--- config.mk ---
export PLATFORM = sky130hd
export DESIGN_NAME = rtaw_top
export DESIGN_NICKNAME = d
export VERILOG_FILES = /design/src/shared/rtaw_pkg.sv /design/src/core/rtaw_top.sv /design/src/core/rtaw_alarm_match.sv
export VERILOG_INCLUDE_DIRS = /design/src /design/src/shared
export SDC_FILE = /design/constraint.sdc
export NUM_CORES = 1
export LEC_CHECK = 0
export ABC_AREA = 1
export ABC_CLOCK_PERIOD_IN_PS = 3000
export BUFFER_PORTS_ARGS = -buffer_cell sky130_fd_sc_hd__buf_2
export CAP_MARGIN = 20
export CORE_MARGIN = 1
export CORE_UTILIZATION = 56
export DETAILED_ROUTE_END_ITERATION = 10
export GPL_ROUTABILITY_DRIVEN = 0
export PLACE_DENSITY_LB_ADDON = 0.3
export SYNTH_ARGS = -nofsm -noshare
export SYNTH_HDL_FRONTEND = slang
export SYNTH_SLANG_ARGS = --single-unit
--- constraint.sdc ---
create_clock -name sys_clk -period 3 [get_ports sys_clk]
set_input_delay 0.3 -clock sys_clk [delete_from_list [all_inputs] [get_ports sys_clk]]
set_output_delay 0.3 -clock sys_clk [all_outputs]
set_load 0.01 [all_outputs]
--- src/shared/rtaw_params.svh ---
// Register offsets, field positions, reset values and timing counts.
`ifndef RTAW_PARAMS_SVH
`define RTAW_PARAMS_SVH

`define RTAW_OFS_FLAGS      19'h7FFF0
`define RTAW_OFS_ALM_SEC    19'h7FFF2
`define RTAW_OFS_ALM_MIN    19'h7FFF3
`define RTAW_OFS_ALM_HOUR   19'h7FFF4
`define RTAW_OFS_ALM_DATE   19'h7FFF5
`define RTAW_OFS_IRQ_EN     19'h7FFF6
`define RTAW_OFS_WDOG       19'h7FFF7
`define RTAW_OFS_DAY        19'h7FFFC

`define RTAW_FLG_WDOG_BIT   7
`define RTAW_FLG_ALARM_BIT  6
`define RTAW_IEN_AE_BIT     7
`define RTAW_IEN_ABE_BIT    5
`define RTAW_DAY_FT_BIT     6
`define RTAW_ALM_MASK_BIT   7
`define RTAW_WDOG_STEER_BIT 7

`define RTAW_WDOG_RESET     8'h00
`define RTAW_IEN_RESET      8'h00
`define RTAW_ALM_RESET      8'h00

`define RTAW_CLK_HZ         40000000
`define RTAW_TONE_HZ        512
`define RTAW_TONE_HALF_CYC  (`RTAW_CLK_HZ / (2 * `RTAW_TONE_HZ))
`define RTAW_TICK16_HZ      16
`define RTAW_TICK16_CYC     (`RTAW_CLK_HZ / `RTAW_TICK16_HZ)
`define RTAW_RST_PULSE_MS   100
`define RTAW_RST_PULSE_CYC  (`RTAW_CLK_HZ / 1000 * `RTAW_RST_PULSE_MS)

`endif

--- src/shared/rtaw_pkg.sv ---
// Types shared by the alarm and watchdog logic.
package rtaw_pkg;
	typedef enum logic [2:0] {
		RTAW_WD_IDLE  = 3'b001,
		RTAW_WD_COUNT = 3'b010,
		RTAW_WD_PULSE = 3'b100
	} rtaw_wd_state_e;

	typedef logic [7:0] rtaw_byte_t;
endpackage

--- src/core/rtaw_top.sv ---
// Alarm, watchdog and frequency-test logic of the timekeeping device.
`timescale 1ns/1ps
`default_nettype none
`include "rtaw_params.svh"

module rtaw_top #(
	parameter int RST_PULSE_CYC = `RTAW_RST_PULSE_CYC,
	parameter int TICK16_CYC    = `RTAW_TICK16_CYC,
	parameter int TONE_HALF_CYC = `RTAW_TONE_HALF_CYC
) (
	input  wire logic        sys_clk,
	input  wire logic        resetn,
	input  wire logic [18:0] addr,
	input  wire logic [7:0]  data_in,
	output logic      [7:0]  data_out,
	output logic             data_oe,
	input  wire logic        chip_en_n,
	input  wire logic        out_en_n,
	input  wire logic        write_en_n,
	input  wire logic        osc_running,
	input  wire logic        on_battery,
	input  wire logic        sec_tick,
	input  wire logic [6:0]  cur_sec,
	input  wire logic [6:0]  cur_min,
	input  wire logic [5:0]  cur_hour,
	input  wire logic [5:0]  cur_date,
	output logic             interrupt_tone_out_n,
	output logic             irq_pull_en,
	output logic             reset_out_n,
	output logic             reset_pull_en
);
	localparam int RST_MIN_CYC = `RTAW_CLK_HZ / 1000 * 40;
	localparam int RST_MAX_CYC = `RTAW_CLK_HZ / 1000 * 200;

	// Counts below one cycle would wrap the dividers' terminal counts to a huge value.
	if (RST_PULSE_CYC < 1 || TICK16_CYC < 1 ||
		TONE_HALF_CYC < 1) begin : g_bad_count
		$error("rtaw_top: counts must be at least one cycle");
	end

	// Registers.
	logic [7:0]  wdog_q;
	logic [7:0]  ien_q;
	logic        tone_test_enable_q;
	logic [7:0]  alm_sec_q;
	logic [7:0]  alm_min_q;
	logic [7:0]  alm_hour_q;
	logic [7:0]  alm_date_q;
	logic        alarm_match_flag_q;
	logic        wdog_timeout_flag_q;
	logic        alarm_irq_q;
	logic        wdog_irq_q;
	logic        flags_acc_q;
	logic        wdog_acc_q;
	logic        tone_q;
	logic [31:0] tone_cnt_q;
	logic [31:0] tick_cnt_q;
	logic [11:0] wd_cnt_q;
	logic [31:0] pulse_cnt_q;
	logic        irq_n_q;
	logic        irq_pull_q;
	logic        rst_n_q;
	logic        rst_pull_q;
	logic [7:0]  dout_q;
	logic        doe_q;
	rtaw_pkg::rtaw_wd_state_e wd_state_q;

	// Bus decode.
	wire        access;
	wire        rd;
	wire        wr;
	wire        hit_flags;
	wire        hit_wdog;
	wire        hit_ien;
	wire        hit_day;
	wire        flags_acc;
	wire        wdog_acc;
	wire        flags_acc_end;
	wire        match;
	wire        match_rise;
	wire        alarm_irq_ok;
	wire [4:0]  wdog_multiplier;
	wire [1:0]  wdog_resolution;
	wire        wdog_output_steer;
	wire [11:0] wd_period;
	wire        tick16;
	wire        wd_expire;
	wire        tone_allowed;
	wire        irq_d;
	wire [7:0]  rd_mux;

	assign access    = !chip_en_n && (!out_en_n || !write_en_n);
	assign wr        = !chip_en_n && !write_en_n;
	assign rd        = !chip_en_n && write_en_n && !out_en_n;
	assign hit_flags = (addr == `RTAW_OFS_FLAGS);
	assign hit_wdog  = (addr == `RTAW_OFS_WDOG);
	assign hit_ien   = (addr == `RTAW_OFS_IRQ_EN);
	assign hit_day   = (addr == `RTAW_OFS_DAY);
	assign flags_acc = access && hit_flags;
	assign wdog_acc  = access && hit_wdog;
	// Flag clears wait for the end of the access so a read sees the flag.
	assign flags_acc_end = flags_acc_q && !flags_acc;

	assign wdog_output_steer = wdog_q[`RTAW_WDOG_STEER_BIT];
	assign wdog_multiplier   = wdog_q[6:2];
	assign wdog_resolution   = wdog_q[1:0];
	// Base tick is 1/16 s; resolutions scale it by 1, 4, 16 or 64.
	assign wd_period = {7'h00, wdog_multiplier} << {wdog_resolution, 1'b0};
	assign tick16    = (tick_cnt_q == 32'(TICK16_CYC - 1));
	// A period of zero must never expire, even in the cycle it is written.
	assign wd_expire = (wd_state_q == rtaw_pkg::RTAW_WD_COUNT) && tick16 &&
		(wd_period != 12'h000) && (wd_cnt_q + 12'h001 >= wd_period) &&
		!wdog_acc;

	rtaw_alarm_match u_match (
		.alm_sec  (alm_sec_q),
		.alm_min  (alm_min_q),
		.alm_hour (alm_hour_q),
		.alm_date (alm_date_q),
		.cur_sec  (cur_sec),
		.cur_min  (cur_min),
		.cur_hour (cur_hour),
		.cur_date (cur_date),
		.match    (match)
	);

	// The match is evaluated once per second, on the second tick.
	assign match_rise = sec_tick && match;
	// On battery the backup enable must join the alarm enable.
	assign alarm_irq_ok = ien_q[`RTAW_IEN_AE_BIT] &&
		(!on_battery || ien_q[`RTAW_IEN_ABE_BIT]);
	assign tone_allowed = tone_test_enable_q && osc_running &&
		!ien_q[`RTAW_IEN_AE_BIT] &&
		(wdog_output_steer || wdog_q == 8'h00);
	// Alarm and watchdog interrupts override the tone.
	assign irq_d = !(alarm_irq_q || wdog_irq_q ||
		(tone_allowed && tone_q));

	assign rd_mux = hit_flags ? {wdog_timeout_flag_q, alarm_match_flag_q,
			6'h00} :
		hit_wdog ? wdog_q :
		hit_ien  ? ien_q :
		hit_day  ? {1'b0, tone_test_enable_q, 6'h00} :
		(addr == `RTAW_OFS_ALM_SEC)  ? alm_sec_q :
		(addr == `RTAW_OFS_ALM_MIN)  ? alm_min_q :
		(addr == `RTAW_OFS_ALM_HOUR) ? alm_hour_q :
		(addr == `RTAW_OFS_ALM_DATE) ? alm_date_q : 8'h00;

	// Host registers; reset models power-up.
	always_ff @(posedge sys_clk or negedge resetn) begin
		if (!resetn) begin
			ien_q      <= `RTAW_IEN_RESET;
			alm_sec_q  <= `RTAW_ALM_RESET;
			alm_min_q  <= `RTAW_ALM_RESET;
			alm_hour_q <= `RTAW_ALM_RESET;
			alm_date_q <= `RTAW_ALM_RESET;
		end else if (wr) begin
			if (hit_ien)
				ien_q <= data_in;
			if (addr == `RTAW_OFS_ALM_SEC)
				alm_sec_q <= data_in;
			if (addr == `RTAW_OFS_ALM_MIN)
				alm_min_q <= data_in;
			if (addr == `RTAW_OFS_ALM_HOUR)
				alm_hour_q <= data_in;
			if (addr == `RTAW_OFS_ALM_DATE)
				alm_date_q <= data_in;
		end
	end

	// Watchdog register and tone enable also clear after a reset pulse.
	always_ff @(posedge sys_clk or negedge resetn) begin
		if (!resetn) begin
			wdog_q             <= `RTAW_WDOG_RESET;
			tone_test_enable_q <= 1'b0;
		end else if (wd_state_q == rtaw_pkg::RTAW_WD_PULSE &&
			pulse_cnt_q == 32'(RST_PULSE_CYC - 1)) begin
			wdog_q             <= `RTAW_WDOG_RESET;
			tone_test_enable_q <= 1'b0;
		end else if (wr && hit_wdog) begin
			wdog_q <= data_in;
		end else if (wr && hit_day) begin
			tone_test_enable_q <= data_in[`RTAW_DAY_FT_BIT];
		end
	end

	// Flags and interrupt sources; a new event wins over a clear.
	always_ff @(posedge sys_clk or negedge resetn) begin
		if (!resetn) begin
			alarm_match_flag_q  <= 1'b0;
			wdog_timeout_flag_q <= 1'b0;
			alarm_irq_q         <= 1'b0;
			wdog_irq_q          <= 1'b0;
			flags_acc_q         <= 1'b0;
			wdog_acc_q          <= 1'b0;
		end else begin
			flags_acc_q <= flags_acc;
			wdog_acc_q  <= wdog_acc;
			// The flag is set even with the enables cleared.
			if (match_rise)
				alarm_match_flag_q <= 1'b1;
			else if (flags_acc_end)
				alarm_match_flag_q <= 1'b0;
			if (match_rise && alarm_irq_ok)
				alarm_irq_q <= 1'b1;
			else if (flags_acc)
				alarm_irq_q <= 1'b0;
			if (wd_expire)
				wdog_timeout_flag_q <= 1'b1;
			else if (flags_acc_end || (wdog_acc_q && !wdog_acc))
				wdog_timeout_flag_q <= 1'b0;
			if (wd_expire && !wdog_output_steer)
				wdog_irq_q <= 1'b1;
			else if (flags_acc || wdog_acc)
				wdog_irq_q <= 1'b0;
		end
	end

	// Watchdog sequencer.
	always_ff @(posedge sys_clk or negedge resetn) begin
		if (!resetn) begin
			wd_state_q  <= rtaw_pkg::RTAW_WD_IDLE;
			tick_cnt_q  <= 32'h00000000;
			wd_cnt_q    <= 12'h000;
			pulse_cnt_q <= 32'h00000000;
		end else begin
			tick_cnt_q <= (tick16 || wdog_acc) ? 32'h00000000 :
				tick_cnt_q + 32'h00000001;
			unique case (wd_state_q)
			rtaw_pkg::RTAW_WD_IDLE: begin
				wd_cnt_q <= 12'h000;
				if (wd_period != 12'h000)
					wd_state_q <= rtaw_pkg::RTAW_WD_COUNT;
			end
			rtaw_pkg::RTAW_WD_COUNT: begin
				if (wd_period == 12'h000) begin
					wd_state_q <= rtaw_pkg::RTAW_WD_IDLE;
				end else if (wdog_acc) begin
					wd_cnt_q <= 12'h000;
				end else if (wd_expire) begin
					wd_cnt_q <= 12'h000;
					if (wdog_output_steer) begin
						wd_state_q  <= rtaw_pkg::RTAW_WD_PULSE;
						pulse_cnt_q <= 32'h00000000;
					end
				end else if (tick16) begin
					wd_cnt_q <= wd_cnt_q + 12'h001;
				end
			end
			rtaw_pkg::RTAW_WD_PULSE: begin
				pulse_cnt_q <= pulse_cnt_q + 32'h00000001;
				if (pulse_cnt_q == 32'(RST_PULSE_CYC - 1))
					wd_state_q <= rtaw_pkg::RTAW_WD_IDLE;
			end
			endcase
		end
	end

	// Tone divider; toggles only while the tone is allowed.
	always_ff @(posedge sys_clk or negedge resetn) begin
		if (!resetn) begin
			tone_cnt_q <= 32'h00000000;
			tone_q     <= 1'b0;
		end else if (!tone_allowed) begin
			tone_cnt_q <= 32'h00000000;
			tone_q     <= 1'b0;
		end else if (tone_cnt_q == 32'(TONE_HALF_CYC - 1)) begin
			tone_cnt_q <= 32'h00000000;
			tone_q     <= !tone_q;
		end else begin
			tone_cnt_q <= tone_cnt_q + 32'h00000001;
		end
	end

	// Output flops; the pull enables mirror the low level of each pin.
	always_ff @(posedge sys_clk or negedge resetn) begin
		if (!resetn) begin
			irq_n_q    <= 1'b1;
			irq_pull_q <= 1'b0;
			rst_n_q    <= 1'b1;
			rst_pull_q <= 1'b0;
			dout_q     <= 8'h00;
			doe_q      <= 1'b0;
		end else begin
			irq_n_q    <= irq_d;
			irq_pull_q <= !irq_d;
			rst_n_q    <= !(wd_state_q == rtaw_pkg::RTAW_WD_PULSE);
			rst_pull_q <= (wd_state_q == rtaw_pkg::RTAW_WD_PULSE);
			dout_q     <= rd_mux;
			doe_q      <= rd;
		end
	end

	assign interrupt_tone_out_n = irq_n_q;
	assign irq_pull_en          = irq_pull_q;
	assign reset_out_n          = rst_n_q;
	assign reset_pull_en        = rst_pull_q;
	assign data_out             = dout_q;
	assign data_oe              = doe_q;

	pulse_start_a: assert property (@(posedge sys_clk) disable iff (!resetn)
		$rose(wd_state_q == rtaw_pkg::RTAW_WD_PULSE) |=>
		!reset_out_n) else $error("reset pulse did not start");
	irq_clear_a: assert property (@(posedge sys_clk) disable iff (!resetn)
		(flags_acc && !(match_rise && alarm_irq_ok)) |=> !alarm_irq_q)
		else $error("alarm irq not cleared");
	flag_set_a: assert property (@(posedge sys_clk) disable iff (!resetn)
		match_rise |=> alarm_match_flag_q) else $error("alarm flag not set");
	flag_hold_a: assert property (@(posedge sys_clk) disable iff (!resetn)
		(alarm_match_flag_q && flags_acc && !match_rise) |=> alarm_match_flag_q)
		else $error("alarm flag cleared during access");
	wd_flag_a: assert property (@(posedge sys_clk) disable iff (!resetn)
		wd_expire |=> wdog_timeout_flag_q) else $error("watchdog flag missed");
	wd_irq_a: assert property (@(posedge sys_clk) disable iff (!resetn)
		(wd_expire && !wdog_output_steer) |=> ##1 !interrupt_tone_out_n)
		else $error("watchdog irq not driven");
	wd_off_a: assert property (@(posedge sys_clk) disable iff (!resetn)
		(wdog_q == 8'h00 && wd_state_q != rtaw_pkg::RTAW_WD_PULSE) |=>
		!wdog_timeout_flag_q || $stable(wdog_timeout_flag_q))
		else $error("disabled watchdog fired");
	wd_clear_a: assert property (@(posedge sys_clk) disable iff (!resetn)
		$fell(wd_state_q == rtaw_pkg::RTAW_WD_PULSE) |->
		(wdog_q == 8'h00 && !tone_test_enable_q))
		else $error("watchdog register not cleared");
	tone_quiet_a: assert property (@(posedge sys_clk) disable iff (!resetn)
		ien_q[`RTAW_IEN_AE_BIT] ##1 (!alarm_irq_q && !wdog_irq_q) |=>
		interrupt_tone_out_n) else $error("tone with alarm enable");
	pull_sync_a: assert property (@(posedge sys_clk) disable iff (!resetn)
		irq_pull_en == !interrupt_tone_out_n && reset_pull_en == !reset_out_n)
		else $error("pull enable mismatch");
	pulse_range_a: assert property (@(posedge sys_clk)
		RST_PULSE_CYC >= RST_MIN_CYC && RST_PULSE_CYC <= RST_MAX_CYC ||
		RST_PULSE_CYC < RST_MIN_CYC) else $error("pulse out of range");
endmodule
`default_nettype wire

--- src/core/rtaw_alarm_match.sv ---
// Masked comparison of the running time with the alarm settings.
`timescale 1ns/1ps
`default_nettype none
`include "rtaw_params.svh"

module rtaw_alarm_match (
	input  wire logic [7:0] alm_sec,
	input  wire logic [7:0] alm_min,
	input  wire logic [7:0] alm_hour,
	input  wire logic [7:0] alm_date,
	input  wire logic [6:0] cur_sec,
	input  wire logic [6:0] cur_min,
	input  wire logic [5:0] cur_hour,
	input  wire logic [5:0] cur_date,
	output logic            match
);
	wire [3:0] mask;
	wire       sec_eq;
	wire       min_eq;
	wire       hour_eq;
	wire       date_eq;
	wire       legal;

	// Mask bits sit in the top bit of each alarm byte, seconds lowest.
	assign mask = {alm_date[`RTAW_ALM_MASK_BIT], alm_hour[`RTAW_ALM_MASK_BIT],
		alm_min[`RTAW_ALM_MASK_BIT], alm_sec[`RTAW_ALM_MASK_BIT]};
	assign sec_eq  = (alm_sec[6:0] == cur_sec);
	assign min_eq  = (alm_min[6:0] == cur_min);
	assign hour_eq = (alm_hour[5:0] == cur_hour);
	assign date_eq = (alm_date[5:0] == cur_date);
	assign legal = (mask == 4'hF) || (mask == 4'hE) || (mask == 4'hC) ||
		(mask == 4'h8) || (mask == 4'h0);

	// Undefined patterns fall back to once a second to expose the mistake.
	assign match = !legal ? 1'b1 :
		((mask[0] | sec_eq) & (mask[1] | min_eq) &
		(mask[2] | hour_eq) & (mask[3] | date_eq));
endmodule
`default_nettype wire

### Word-level counts from Yosys, hierarchy flattened

Index checks and enable logic that the tools add are counted.

| cells by class | value |
|---|---|
| add/subtract/negate cells | 4 |
| magnitude comparators | 1 |
| equal/unequal tests | 34 |
| shift operators | 1 |
| multiplexer cells | 44 |
| bitwise operators | 7 |
| reductions and logical operators | 67 |

Operator list:

| cell | number |
|---|---|
| two-way mux 32 bit | 7 |
| == test 19 bit, second input constant | 8 |
| adder 32 x 1 -> 32 bit, second input constant | 3 |
| two-way mux 8 bit | 10 |
| == test 32 x 22 -> 1 bit, second input constant | 2 |
| case mux 32 bit (2 select lines) | 1 |
| two-way mux 12 bit | 4 |
| == test 32 x 16 -> 1 bit, second input constant | 1 |
| case mux 12 bit (2 select lines) | 1 |
| logical AND 1 bit | 23 |
| two-way mux 3 bit | 6 |
| == test 4 bit, second input constant | 4 |
| nonzero test 2 bit | 8 |
| == test 7 bit | 2 |
| two-way mux 1 bit | 14 |
| != test 2 bit, second input constant | 7 |
| adder 12 x 1 -> 12 bit, second input constant | 1 |
| == test 6 bit | 2 |
| >= comparator 12 bit | 1 |
| logical NOT 12 bit | 1 |
| logical OR 1 bit | 12 |
| AND reduction 2 bit | 6 |
| nonzero test 12 bit | 1 |
| << shifter 5 x 3 -> 12 bit | 1 |
| other kinds (14) | 32 |

| word-level totals | value |
|---|---|
| flip-flop bits (word level) | 180 |
| input port bits | 61 |
| output and inout bits | 13 |

### Depth between registers and ports, before layout

Gate-level depths: netlist (run 1).

| depth | value |
|---|---|
| word-level depth | 10 |
| gate-level depth with buffers | 23 |
| mapped depth without buffers | 21 |

### Modules after synthesis

Synthesis (run 1) repeated with hierarchy kept, for this count alone.

| unflattened totals | value |
|---|---|
| cell total of the unflattened synthesis | 1,473 |
| area, all modules | 10,850.4 um^2 |

Modules (own cells, without submodules):

| module | times used | cells each | area each (um^2) |
|---|---|---|---|
| rtaw_top | 1 | 1,323 | 10,256.1 |
| rtaw_alarm_match | 1 | 150 | 594.3 |

### Worst setup path after synthesis (run 1)

OpenSTA, ideal clock, no wires.

| path | value |
|---|---|
| kind | register to register |
| start point | register wd_cnt_q[0] |
| end point | register pulse_cnt_q[22] |
| arrival | 2,215 ps |
| setup slack | 653 ps |
| cell stages (with the launch flop) | 20 |
| clock period less this slack | 2,347 ps |
| cell sequence | dfrtp_1 ha_1 nand2_1 nor2_1 inv_1 nor2_1 inv_1 o21ai_0 inv_1 ha_1 nand2_1 nor2_1 nand2_1 nand2_1 nand2_2 nand2_1 nand2_4 buf_6 nand2_1 o21ai_1 |

| between the ends | value |
|---|---|
| longest elaborated chain between the ends | 6 |

RTL lines:

| element | RTL line | RTL |
|---|---|---|
| from (decl) | rtaw_top.sv:58 | `logic [11:0] wd_cnt_q;` |
| from (signal assigned) | rtaw_top.sv:247 | `wd_cnt_q <= wd_cnt_q + 12'h001;` |
| adder 12 x 1 -> 12 bit | rtaw_top.sv:112 | `(wd_period != 12'h000) && (wd_cnt_q + 12'h001 >= wd_period) &&` |
| >= comparator 12 bit | rtaw_top.sv:112 |  |
| logical AND 1 bit (2 in a row) | rtaw_top.sv:112 |  |
| != test 2 bit (no source line) | n/a |  |
| AND reduction 5 bit (no source line) | n/a |  |
| to (signal assigned) | rtaw_top.sv:251 | `pulse_cnt_q <= pulse_cnt_q + 32'h00000001;` |
| to (decl) | rtaw_top.sv:59 | `logic [31:0] pulse_cnt_q;` |

No other way between the ends.
A chain may end at the register's enable or synchronous reset.

### Final worst setup path (run 1)

| path | value |
|---|---|
| start point | register wd_cnt_q[0] |
| end point | register pulse_cnt_q[21] |

Same word-level chain as after synthesis.

==> flow_summary_export.csv, run 1 <==
group,metric,value,unit
routing,routedWlPerCell,14.7,µm
finish,drive_gt1_share,11.3,%
synthesis,synth_top_cell_by_area,"dfrtp_1",
critical_path,cp_max_fo,8,
routing,wl,26000,µm
floorplanning,die_h,140,µm
cts,clk_latency,0.44,ns
hold_path,min_path_type,"input port to flip-flop",
synthesis,synthFlopType,"dfrtp_1",
placement,port-buffer-count,73,
floorplanning,start_util,57.2,%
cts,h-tree-depth,4,
finish,area_growth,11.7,%
global_route,grt_overflow,0,
critical_path,cp_data_required_time,3.37,ns
sta,drv_slew,0,
synthesis,syn-instance-count,1438,
placement,dp_hpwl,18900,µm
finish,final_cells,1763,
critical_path,start_kind,"flip-flop",
routing,drc,0,
synthesis,synth_warnings,0,
global_route,grt_pass1_wl,43000,µm
synthesis,yosysMostFrequentCell,"nand2_1",
synthesis,synthSimpleGateAreaFrac,32.5,%
synthesis,synth-seq-cells,180,
critical_path,cp-end-kind,"flip-flop",
cts,clk_pin_slew,0.07,ns
sta,slew_headroom,47.1,%
cts,cts_tree,"done",
floorplanning,die_width,140,µm
synthesis,synth_fp_nets,1515,
global_route,antenna_found_initial,0,
sta,period_needed,2.73,ns
cts,root_buffer,"clkbuf_16",
routing,drtIter0Drc,819,
synthesis,synthXorXnorAreaFrac,6.12,%
critical_path,crit_path_frequent_cell,"nand2_1",
critical_path,cp_slowest_cell,"dfrtp_1",
routing,dr.pass1.iters,8,
synthesis,synth_common_cells,"nand2_1, nor2_1, dfrtp_1",
synthesis,yosysSeqAreaShare,42.0,%
synthesis,synth_edf_count,0,
sta,setup_viol,0,
placement,placedCellCount,1727,
synthesis,synth_top_family_by_area,"simple AND/OR/NAND/NOR gates",
floorplanning,core_region_area,18800,µm²
synthesis,syn_area,10700,µm²
run_status,status,"completed",
global_route,first_global_vias,9163,
synthesis,syn_area_per_cell,7.46,µm²
global_route,grt_max_degree,87,
placement,dpl-instance-area,11400,µm²
finish,antenna_cells,0,
routing,vias,9887,
cts,cts_made_buffers,17,
routing,ant_nets,0,
pwr,power-per-cell-area,433,nW/µm²
critical_path,cp.arrival,3.10,ns
floorplanning,dieArea,19700,µm²
sta,skew,0.00886,ns
pwr,p_leak,0.00591,µW
sta,tightest_slew,0.788,ns
synthesis,synth_top_area_share,41.3,%
critical_path,cp_slowest_stage_delay,0.41,ns
routing,viasPerCell,5.61,
floorplanning,fp-row-count,50,
pwr,peakVddDrop,415,µV
synthesis,synthAdderAreaFrac,1.87,%
floorplanning,io_pins,74,
sta,min_period_over_period,91.1,%
synthesis,ys_top_cells_by_area,"dfrtp_1, nand2_1, nor2_1, inv_1, xor2_1",
sta,clock.fmax,0.366,GHz
finish,fin_nets,1593,
synthesis,synth_compound_area_share,9.82,%
flow_run,drv_cap,0,
cts,cts_buffer_depth,2,
finish,postLayoutCellArea,12000,µm²
synthesis,async_flop_share,100,%
cts,cts.sinks,180,
cts,cts_setup_buffers,0,
sta,hold_violations,0,
synthesis,post_synth_num_cell_types,49,
critical_path,crit_family,"simple AND/OR/NAND/NOR gates",
critical_path,critPathKind,"flip-flop to flip-flop",
synthesis,synthMuxAreaShare,0,%
critical_path,path_cells,"ha_1 > nand2_1 > nor2_1 > inv_1 > nor2_1 > inv_1 > nand2_1 > inv_1 > ha_1 > nand2_1 > nor2_1 > a211oi_1 > nand2_1 > nand2_1 > nand2_1 > nand2_2 > nand2_4 > nand2_2 > nand2_1 > o21ai_1",
critical_path,worst-path-buf-inv,3,
global_route,grt_usage,27.2,%
critical_path,rrSetupSlack,0.27,ns
power by group:
group          total [µW]  switching (µW)  internal (µW)
Sequential           2490            29.8           2460
Combinational         492             327            164
Clock                2200             934           1270
cell families after synthesis:
| logic type | after synthesis |
|---|---|
| xor gates and xnor gates | 75 |
| and+or+nand+nor | 773 |
| AOI/OAI and AO/OA | 184 |
| buffers and inverters | 210 |
| adders and majority gates | 16 |
| DFF | 180 |
placed cells by master, fill, tap and decap left out, drive strengths merged, types with 4 or more instances in the layout:
cell    netlist  final
clkinv        1      4
nor3b        12     12
xnor2        18     18
a21oi        36     36
nand2       341    344
nor2        192    192
nor3         84     84
inv         184    184
ha           16     16
o21a          7      7
buf           9     79
o21ai       115    115
clkbuf       16     25
o21bai       13     13
dfrtp       177    177
o22ai         5      5
nor4         29     29
nand4        39     39
xor2         57     57
nand3        69     69
routing by layer:
metal	global-route usage [%]	wire length (µm)	part of all wire (%)	vias up
met4	7.98	424	1.6	0
met5	0	0	0	-
li1	-	-	-	4843
met3	4.99	1640	6.3	41
met1	36.3	11600	45	4633
met2	45.2	12300	47	370
final timing paths:
kind | start | to | cells after the start
max | wd_cnt_q[0] | pulse_cnt_q[21] | 20
min | out_en_n | data_oe | 2
max reg2reg | wd_cnt_q[0] | pulse_cnt_q[21] | 20
min reg2reg | alm_hour_q[6] | alm_hour_q[6] | 2
max in group asynchronous | resetn | reset_out_n | 3
min in group asynchronous | resetn | alm_min_q[1] | 2
final cells by class:
type                            count  area [µm²]
Fill cell                        1647        6780
Clock inverter                      8         101
Timing Repair Buffer               81         474
Clock buffer                       24         472
Tap cell                          234         293
Sequential cell                   180        4510
Inverter                          185         697
Multi-Input combinational cell   1051        5440
sequential cells by signal, summed over array words and instances (netlist names), 12 cells and up:
name	count
tick_cnt_q	32
tone_cnt_q	32
pulse_cnt_q	32
wd_cnt_q	12
metrics by stage:
stage          worst slack, ns  hold WS [ns]  utilization, %  setup TNS (ns)  total power (µW)
6_report                 0.268        0.0381            63.9               0              5190
4_1_cts                  0.200        0.0307            63.6               0              5190
5_1_grt                -0.0150        0.0436            63.9         -0.0602              5380
3_3_place_gp             0.377         0.395            60.5               0              2980
3_5_place_dp             0.223         0.398            60.5               0              3000
2_1_floorplan            0.653       0.00441               -               0              2820
repair_timing:
action                     in CTS  in global routing
hold endpoints to repair       83                  0
resized for setup               0                  4
hold buffers                    1                  0
setup endpoints to repair       0                 32
worst reg2reg max path: cells and delay by family, from the launching register on:
| kind | cells | cell delay, ns |
|---|---|---|
| buffers and inverters | 3 | 0.19 |
| and+or+nand+nor | 13 | 1.38 |
| DFF | 1 | 0.41 |
| adders and majority gates | 2 | 0.46 |
| AOI/OAI and AO/OA | 2 | 0.23 |
No activity file was read; power rests on OpenSTA's default activity.
==> run 2: changes to the inputs <==
Settings changed: CORE_ASPECT_RATIO set to 1.1.
==> run 2 against run 1 <==
- first-iteration DRC count is 11% lower
- utilization rose by 0.43 points
- clock skew up 0.0041 ns
- sequential power hardly changed
- via count decreased by 1.8%
- critical endpoint is now pulse_cnt_q[16]
- clock power up 3%
- die area unchanged
- critical path depth is 6 lower
- register-to-register slack gained 0.05 ns
==> flow_summary_export.csv, run 2 (synthesized netlist as in run 1, its figures left out) <==
group,metric,value,unit
global_route,grt_pass1_wl,42400,µm
sta,period_needed,2.69,ns
placement,dp_slack,0.226,ns
critical_path,cp_slowest_cell,"dfrtp_1",
finish,antenna_cells,0,
placement,placedCellCount,1735,
sta,setup_viol,0,
floorplanning,io_pins,74,
cts,clk_latency,0.44,ns
pwr,power-per-cell-area,435,nW/µm²
critical_path,critPathKind,"flip-flop to flip-flop",
pwr,peakVddDrop,421,µV
cts,h-tree-depth,4,
floorplanning,fp-row-count,52,
routing,wl_met3,1210,µm
routing,routedWlPerCell,14.3,µm
floorplanning,dieArea,19700,µm²
placement,dp_hpwl,18800,µm
finish,postLayoutCellArea,12000,µm²
flow_run,drv_cap,0,
global_route,grt_overflow,0,
critical_path,crit_family,"simple AND/OR/NAND/NOR gates",
finish,layout_common_cells,"nand2_1, nor2_1, dfrtp_1",
routing,dr_wl_met2,12400,µm
critical_path,cp_slowest_stage_delay,0.41,ns
critical_path,cp_max_fo,32,
critical_path,crit_path_frequent_cell,"nand2_1",
sta,tightest_slew,0.870,ns
routing,dr.pass1.iters,5,
sta,skew,0.0129,ns
global_route,antenna_found_initial,0,
cts,cts_tree,"done",
finish,area_growth,11.5,%
routing,wl_met1,11200,µm
routing,wl,25300,µm
routing,drc,0,
routing,viasPerCell,5.49,
finish,layout_commonest_cell,"nand2_1",
cts,cts_buffer_depth,2,
floorplanning,start_util,57.7,%
floorplanning,die_h,147,µm
finish,reg_top3,"pulse_cnt_q: 32 flops, tick_cnt_q: 32 flops, tone_cnt_q: 32 flops",
finish,n_fill_cell,1656,
sta,min_period_over_period,89.5,%
sta,drv_slew,0,
sta,hold_violations,0,
sta,fin_ws,0.314,ns
global_route,grt_max_degree,64,
sta,setup_tns,0,ns
routing,drtIter0Drc,727,
sta,rsz0062_at_grt,"false",
placement,port-buffer-count,73,
cts,cts_setup_buffers,0,
cts,root_buffer,"clkbuf_16",
routing,vias,9705,
critical_path,worst-path-buf-inv,1,
pwr,p_leak,0.00592,µW
cts,clk_pin_slew,0.06,ns
critical_path,cp_data_required_time,3.35,ns
finish,fin_nets,1589,
routing,ant_nets,0,
floorplanning,core_region_area,18600,µm²
cts,cts.sinks,180,
placement,dpl-instance-area,11300,µm²
sta,slew_headroom,41.6,%
critical_path,path_cells,"inv_1 > nor2_1 > nand2_1 > nor3_1 > xor2_1 > ha_1 > a21o_1 > a21oi_1 > nand2_1 > nand2_2 > nand2_1 > nand2_8 > nand2_1 > o21ai_1",
cts,cts_made_buffers,17,
sta,clock.fmax,0.372,GHz
critical_path,cp.arrival,3.03,ns
routing,topRoutingLayerUsed,"met4",
hold_path,min_path_type,"input port to flip-flop",
global_route,grt_usage,26.7,%
floorplanning,die_width,134,µm
critical_path,start_kind,"flip-flop",
finish,drive_gt1_share,11.3,%
critical_path,rrSetupSlack,0.31,ns
critical_path,cp-end-kind,"flip-flop",
run_status,status,"completed",
global_route,first_global_vias,9089,
finish,final_cells,1768,
run 2: worst paths after layout:
kind | from | endpoint | cells after the start
worst max-delay path | wd_cnt_q[0] | pulse_cnt_q[16] | 14
worst min-delay path | out_en_n | data_oe | 2
worst max register to register | wd_cnt_q[0] | pulse_cnt_q[16] | 14
worst min register to register | alarm_match_flag_q | alarm_match_flag_q | 2
max in group asynchronous | resetn | wd_state_q[0] | 3
min in group asynchronous | resetn | alm_hour_q[5] | 2
run 2: final cells by class:
class / count / area, µm² / area share (%)
Clock inverter: 12 / 129 / 1.08
Sequential cell: 180 / 4510 / 37.7
Tap cell: 243 / 304 / 2.54
Clock buffer: 20 / 467 / 3.90
Timing Repair Buffer: 80 / 454 / 3.80
Inverter: 185 / 697 / 5.83
Multi-Input combinational cell: 1048 / 5400 / 45.2
run 2: worst register-to-register path: stages (launching register included):
cell	delay (ns)
dfrtp_1	0.41
inv_1	0.10
nor2_1	0.26
nand2_1	0.14
nor3_1	0.19
xor2_1	0.20
ha_1	0.27
a21o_1	0.18
a21oi_1	0.14
nand2_1	0.09
nand2_2	0.10
nand2_1	0.14
nand2_8	0.21
nand2_1	0.08
o21ai_1	0.09
run 2: timing repair:
item                                    4_1_cts  5_1_grt
endpoints found under the setup margin        0       32
hold endpoints to repair                     60        0
resized for setup                             0        2
hold buffers                                  1        0
run 2: power breakdown:
part	total (µW)	internal, µW	switching [µW]	leakage (µW)
sequential	2490	2460	29.4	0.00230
clock	2260	1290	963	0.000300
combinational	460	162	298	0.00332
run 2: per-layer routing:
metal,up-vias,GRT usage [%]
met2,303,44.9
met4,0,9.03
met1,4524,35.4
li1,4837,-
met5,-,0
met3,41,3.49
run 2: through the flow:
stage          util, %  hold WS, ns  total power (µW)
4_1_cts           64.2       0.0398              5230
6_report          64.3       0.0387              5210
3_3_place_gp      61.0        0.323              2980
2_1_floorplan        -      0.00441              2820
5_1_grt           64.3       0.0433              5410
3_5_place_dp      61.0        0.326              3000
==> run 3: changes to the inputs <==
Settings changed: ABC_AREA 1 to unset, CORE_UTILIZATION 56 to 60.
==> run 3 against run 2 <==
- final area decreased by 4.8%
- die area decreased by 15%
- fmax decreased by 16%
- sequential cell count unchanged
- first-iteration DRC count increased by 12%
- the run now ends with setup timing left
- global-route usage increased by 3.4 points
==> flow_summary_export.csv, run 3 <==
group,metric,value,unit
critical_path,cp.depth,13,
critical_path,rr_worst_depth,13,
routing,routedWlPerCell,18.6,µm
finish,antenna_cells,0,
hold_path,worstHoldEndpoint,"data_oe",
sta,tightest_slew,0.768,ns
synthesis,syn_area_per_cell,9.83,µm²
floorplanning,die_width,123,µm
pwr,peakVddDrop,433,µV
global_route,first_global_vias,7910,
finish,layout_common_cells,"dfrtp_1, nor2_1, nand2_1",
finish,n_fill_cell,1107,
sta,finalHoldWorstSlack,0.0310,ns
finish,layout_commonest_cell,"dfrtp_1",
critical_path,cp.arrival,3.56,ns
cts,clk_pin_slew,0.07,ns
sta,fin_ws,-0.196,ns
synthesis,syn-instance-count,986,
global_route,grt_usage,30.1,%
run_status,violations,"setup timing",
sta,setup_viol,28,
routing,vias,8331,
critical_path,start_kind,"flip-flop",
routing,dr.pass1.iters,7,
pwr,p_total,5130,µW
synthesis,yosysMostFrequentCell,"dfrtp_1",
placement,dp_hpwl,16800,µm
critical_path,critPathKind,"flip-flop to flip-flop",
critical_path,reg2reg_to,"pulse_cnt_q[16]",
critical_path,crit_family,"compound AO/OA/AOI/OAI gates",
critical_path,cp_max_fo,8,
hold_path,min_from,"out_en_n",
hold_path,min_path_type,"input port to flip-flop",
global_route,grt_overflow,0,
sta,period_needed,3.20,ns
cts,clk_latency,0.44,ns
critical_path,cp_slowest_stage_delay,0.43,ns
finish,drive_gt1_share,22.9,%
cts,cts_made_buffers,17,
cts,cts.sinks,180,
routing,viasPerCell,6.36,
finish,reg_top3,"pulse_cnt_q: 32 flops, tick_cnt_q: 32 flops, tone_cnt_q: 32 flops",
routing,drtIter0Drc,813,
floorplanning,dieArea,16700,µm²
sta,skew,0.0118,ns
pwr,p_leak,0.00489,µW
critical_path,cp-end-kind,"flip-flop",
floorplanning,start_util,61.6,%
synthesis,synthFlopType,"dfrtp_1",
synthesis,yosysSeqAreaShare,46.5,%
synthesis,synth_fp_nets,1063,
routing,ant_nets,0,
flow_run,drv_cap,0,
cts,cts_tree,"done",
floorplanning,core_region_area,15700,µm²
global_route,antenna_found_initial,0,
finish,multi_input_area,5170,µm²
placement,port-buffer-count,73,
global_route,grt_max_degree,69,
floorplanning,die_h,135,µm
sta,hold_violations,0,
synthesis,synth_warnings,0,
finish,regArea,4510,µm²
global_route,grt_pass1_wl,38900,µm
cts,root_buffer,"clkbuf_16",
critical_path,path_cells,"ha_2 > buf_4 > buf_4 > xor2_1 > ha_1 > nand2_1 > o21ai_0 > a31oi_2 > o211a_1 > a211o_4 > buf_6 > or3_4 > a21oi_2",
synthesis,synth-seq-cells,180,
synthesis,syn_area,9690,µm²
sta,rsz0062_at_grt,"true",
critical_path,rrSetupSlack,-0.20,ns
critical_path,worst-path-buf-inv,3,
hold_path,hold_path_depth,2,
synthesis,synth_top_cell_by_area,"dfrtp_1",
cts,cts_buffer_depth,2,
cts,h-tree-depth,4,
synthesis,async_flop_share,100,%
sta,drv_slew,0,
finish,final_core_util,72.4,%
pwr,power-per-cell-area,451,nW/µm²
critical_path,timing.rr.start,"wd_cnt_q[0]",
sta,min_period_over_period,107,%
routing,wl,24400,µm
routing,drc,0,
run_status,status,"finished, violations left",
synthesis,synth_edf_count,0,
floorplanning,io_pins,74,
synthesis,ys_top_cells_by_area,"dfrtp_1, mux2_2, xor2_1, nor2_1, xnor2_1",
sta,clock.fmax,0.313,GHz
finish,fin_nets,1173,
synthesis,synth_top_area_share,45.7,%
critical_path,cp_data_required_time,3.36,ns
finish,area_growth,17.5,%
floorplanning,fp-row-count,48,
critical_path,cp_slowest_cell,"a211o_4",
critical_path,crit_path_frequent_cell,"buf_4",
synthesis,post_synth_num_cell_types,66,
synthesis,synth_common_cells,"dfrtp_1, nor2_1, nand2_1",
sta,slew_headroom,48.5,%
## run 3: changes by cell type after synthesis, moves of 14 or more
cell     delta
xnor2_1    +23
nor3_1     -57
mux2_2     +47
o21ai_0    -21
nor2_1     -81
or3_1      +18
nand2_1   -247
o21ai_1    -39
mux2i_1    +14
and3_1     +19
nand3_1    -19
inv_1     -149
## run 3: worst reg2reg max path, delay by kind of cell (launching register included)
kind,cells,cell delay [ns]
AOI/OAI and AO/OA,5,1.28
xor gates and xnor gates,1,0.16
adders and majority gates,2,0.51
buffers and inverters,3,0.42
DFF,1,0.38
and+or+nand+nor,2,0.38
## run 3: final cells by class
class                   instances  area share (%)
flip-flops and latches        180            39.6
inverters                      26           0.857
clock buffers                  18            3.77
repair buffers                122            7.07
well taps                     200            2.20
multi-input cells             749            45.4
clock inverters                14            1.12
## run 3: worst max path at each step
stage | start | endpoint
6_report | wd_cnt_q[0] | pulse_cnt_q[16]
5_1_grt | wd_cnt_q[0] | pulse_cnt_q[11]
4_1_cts | wd_cnt_q[0] | pulse_cnt_q[5]
3_5_place_dp | wd_cnt_q[0] | pulse_cnt_q[5]
3_3_place_gp | wd_cnt_q[0] | pulse_cnt_q[5]
2_1_floorplan | wd_cnt_q[0] | pulse_cnt_q[15]
## run 3: routing by layer
metal  track usage (%)  wire (µm)
met1              38.6      10100
met2              49.8      11800
met3              5.18       1480
met4              13.4        923
met5                 0          0
## run 3: logic make-up (layout without fill, tap and decap cells)
group	count (synthesis)	after routing	share of synthesized area [%]
AO/OA/AOI/OAI	153	154	10.2
XOR/XNOR	91	91	8.22
adder cells (fa/ha/maj)	16	16	2.07
buffers and inverters	58	180	2.38
flip-flops	180	180	46.5
multiplexers	62	62	7.14
AND/OR/NAND/NOR	426	426	23.5
## run 3: timing repair
action | CTS | global route
buffers inserted | 7 | 2
cloned | 1 | 0
endpoints found under the hold margin | 65 | 0
endpoints found under the setup margin | 21 | 46
pin swaps | 20 | 27
resized for setup | 19 | 43
hold buffers | 1 | 0
## run 3: stage by stage
step	instance area [µm²]	setup WS [ns]	std cells	TNS, ns
floorplan	9700	0.00270	986	0
global placement	10500	0.00775	1266	0
detailed placement	10500	-0.124	1266	-1.16
CTS	11200	-0.0664	1307	-0.528
global route	11400	-0.300	1309	-6.46
finish	11400	-0.196	1309	-2.97
## run 3: power by group
group / leakage [µW] / switching (µW) / internal [µW]
clock network: 0.000268 / 980 / 1150
logic: 0.00232 / 315 / 199
registers: 0.00230 / 27.9 / 2460
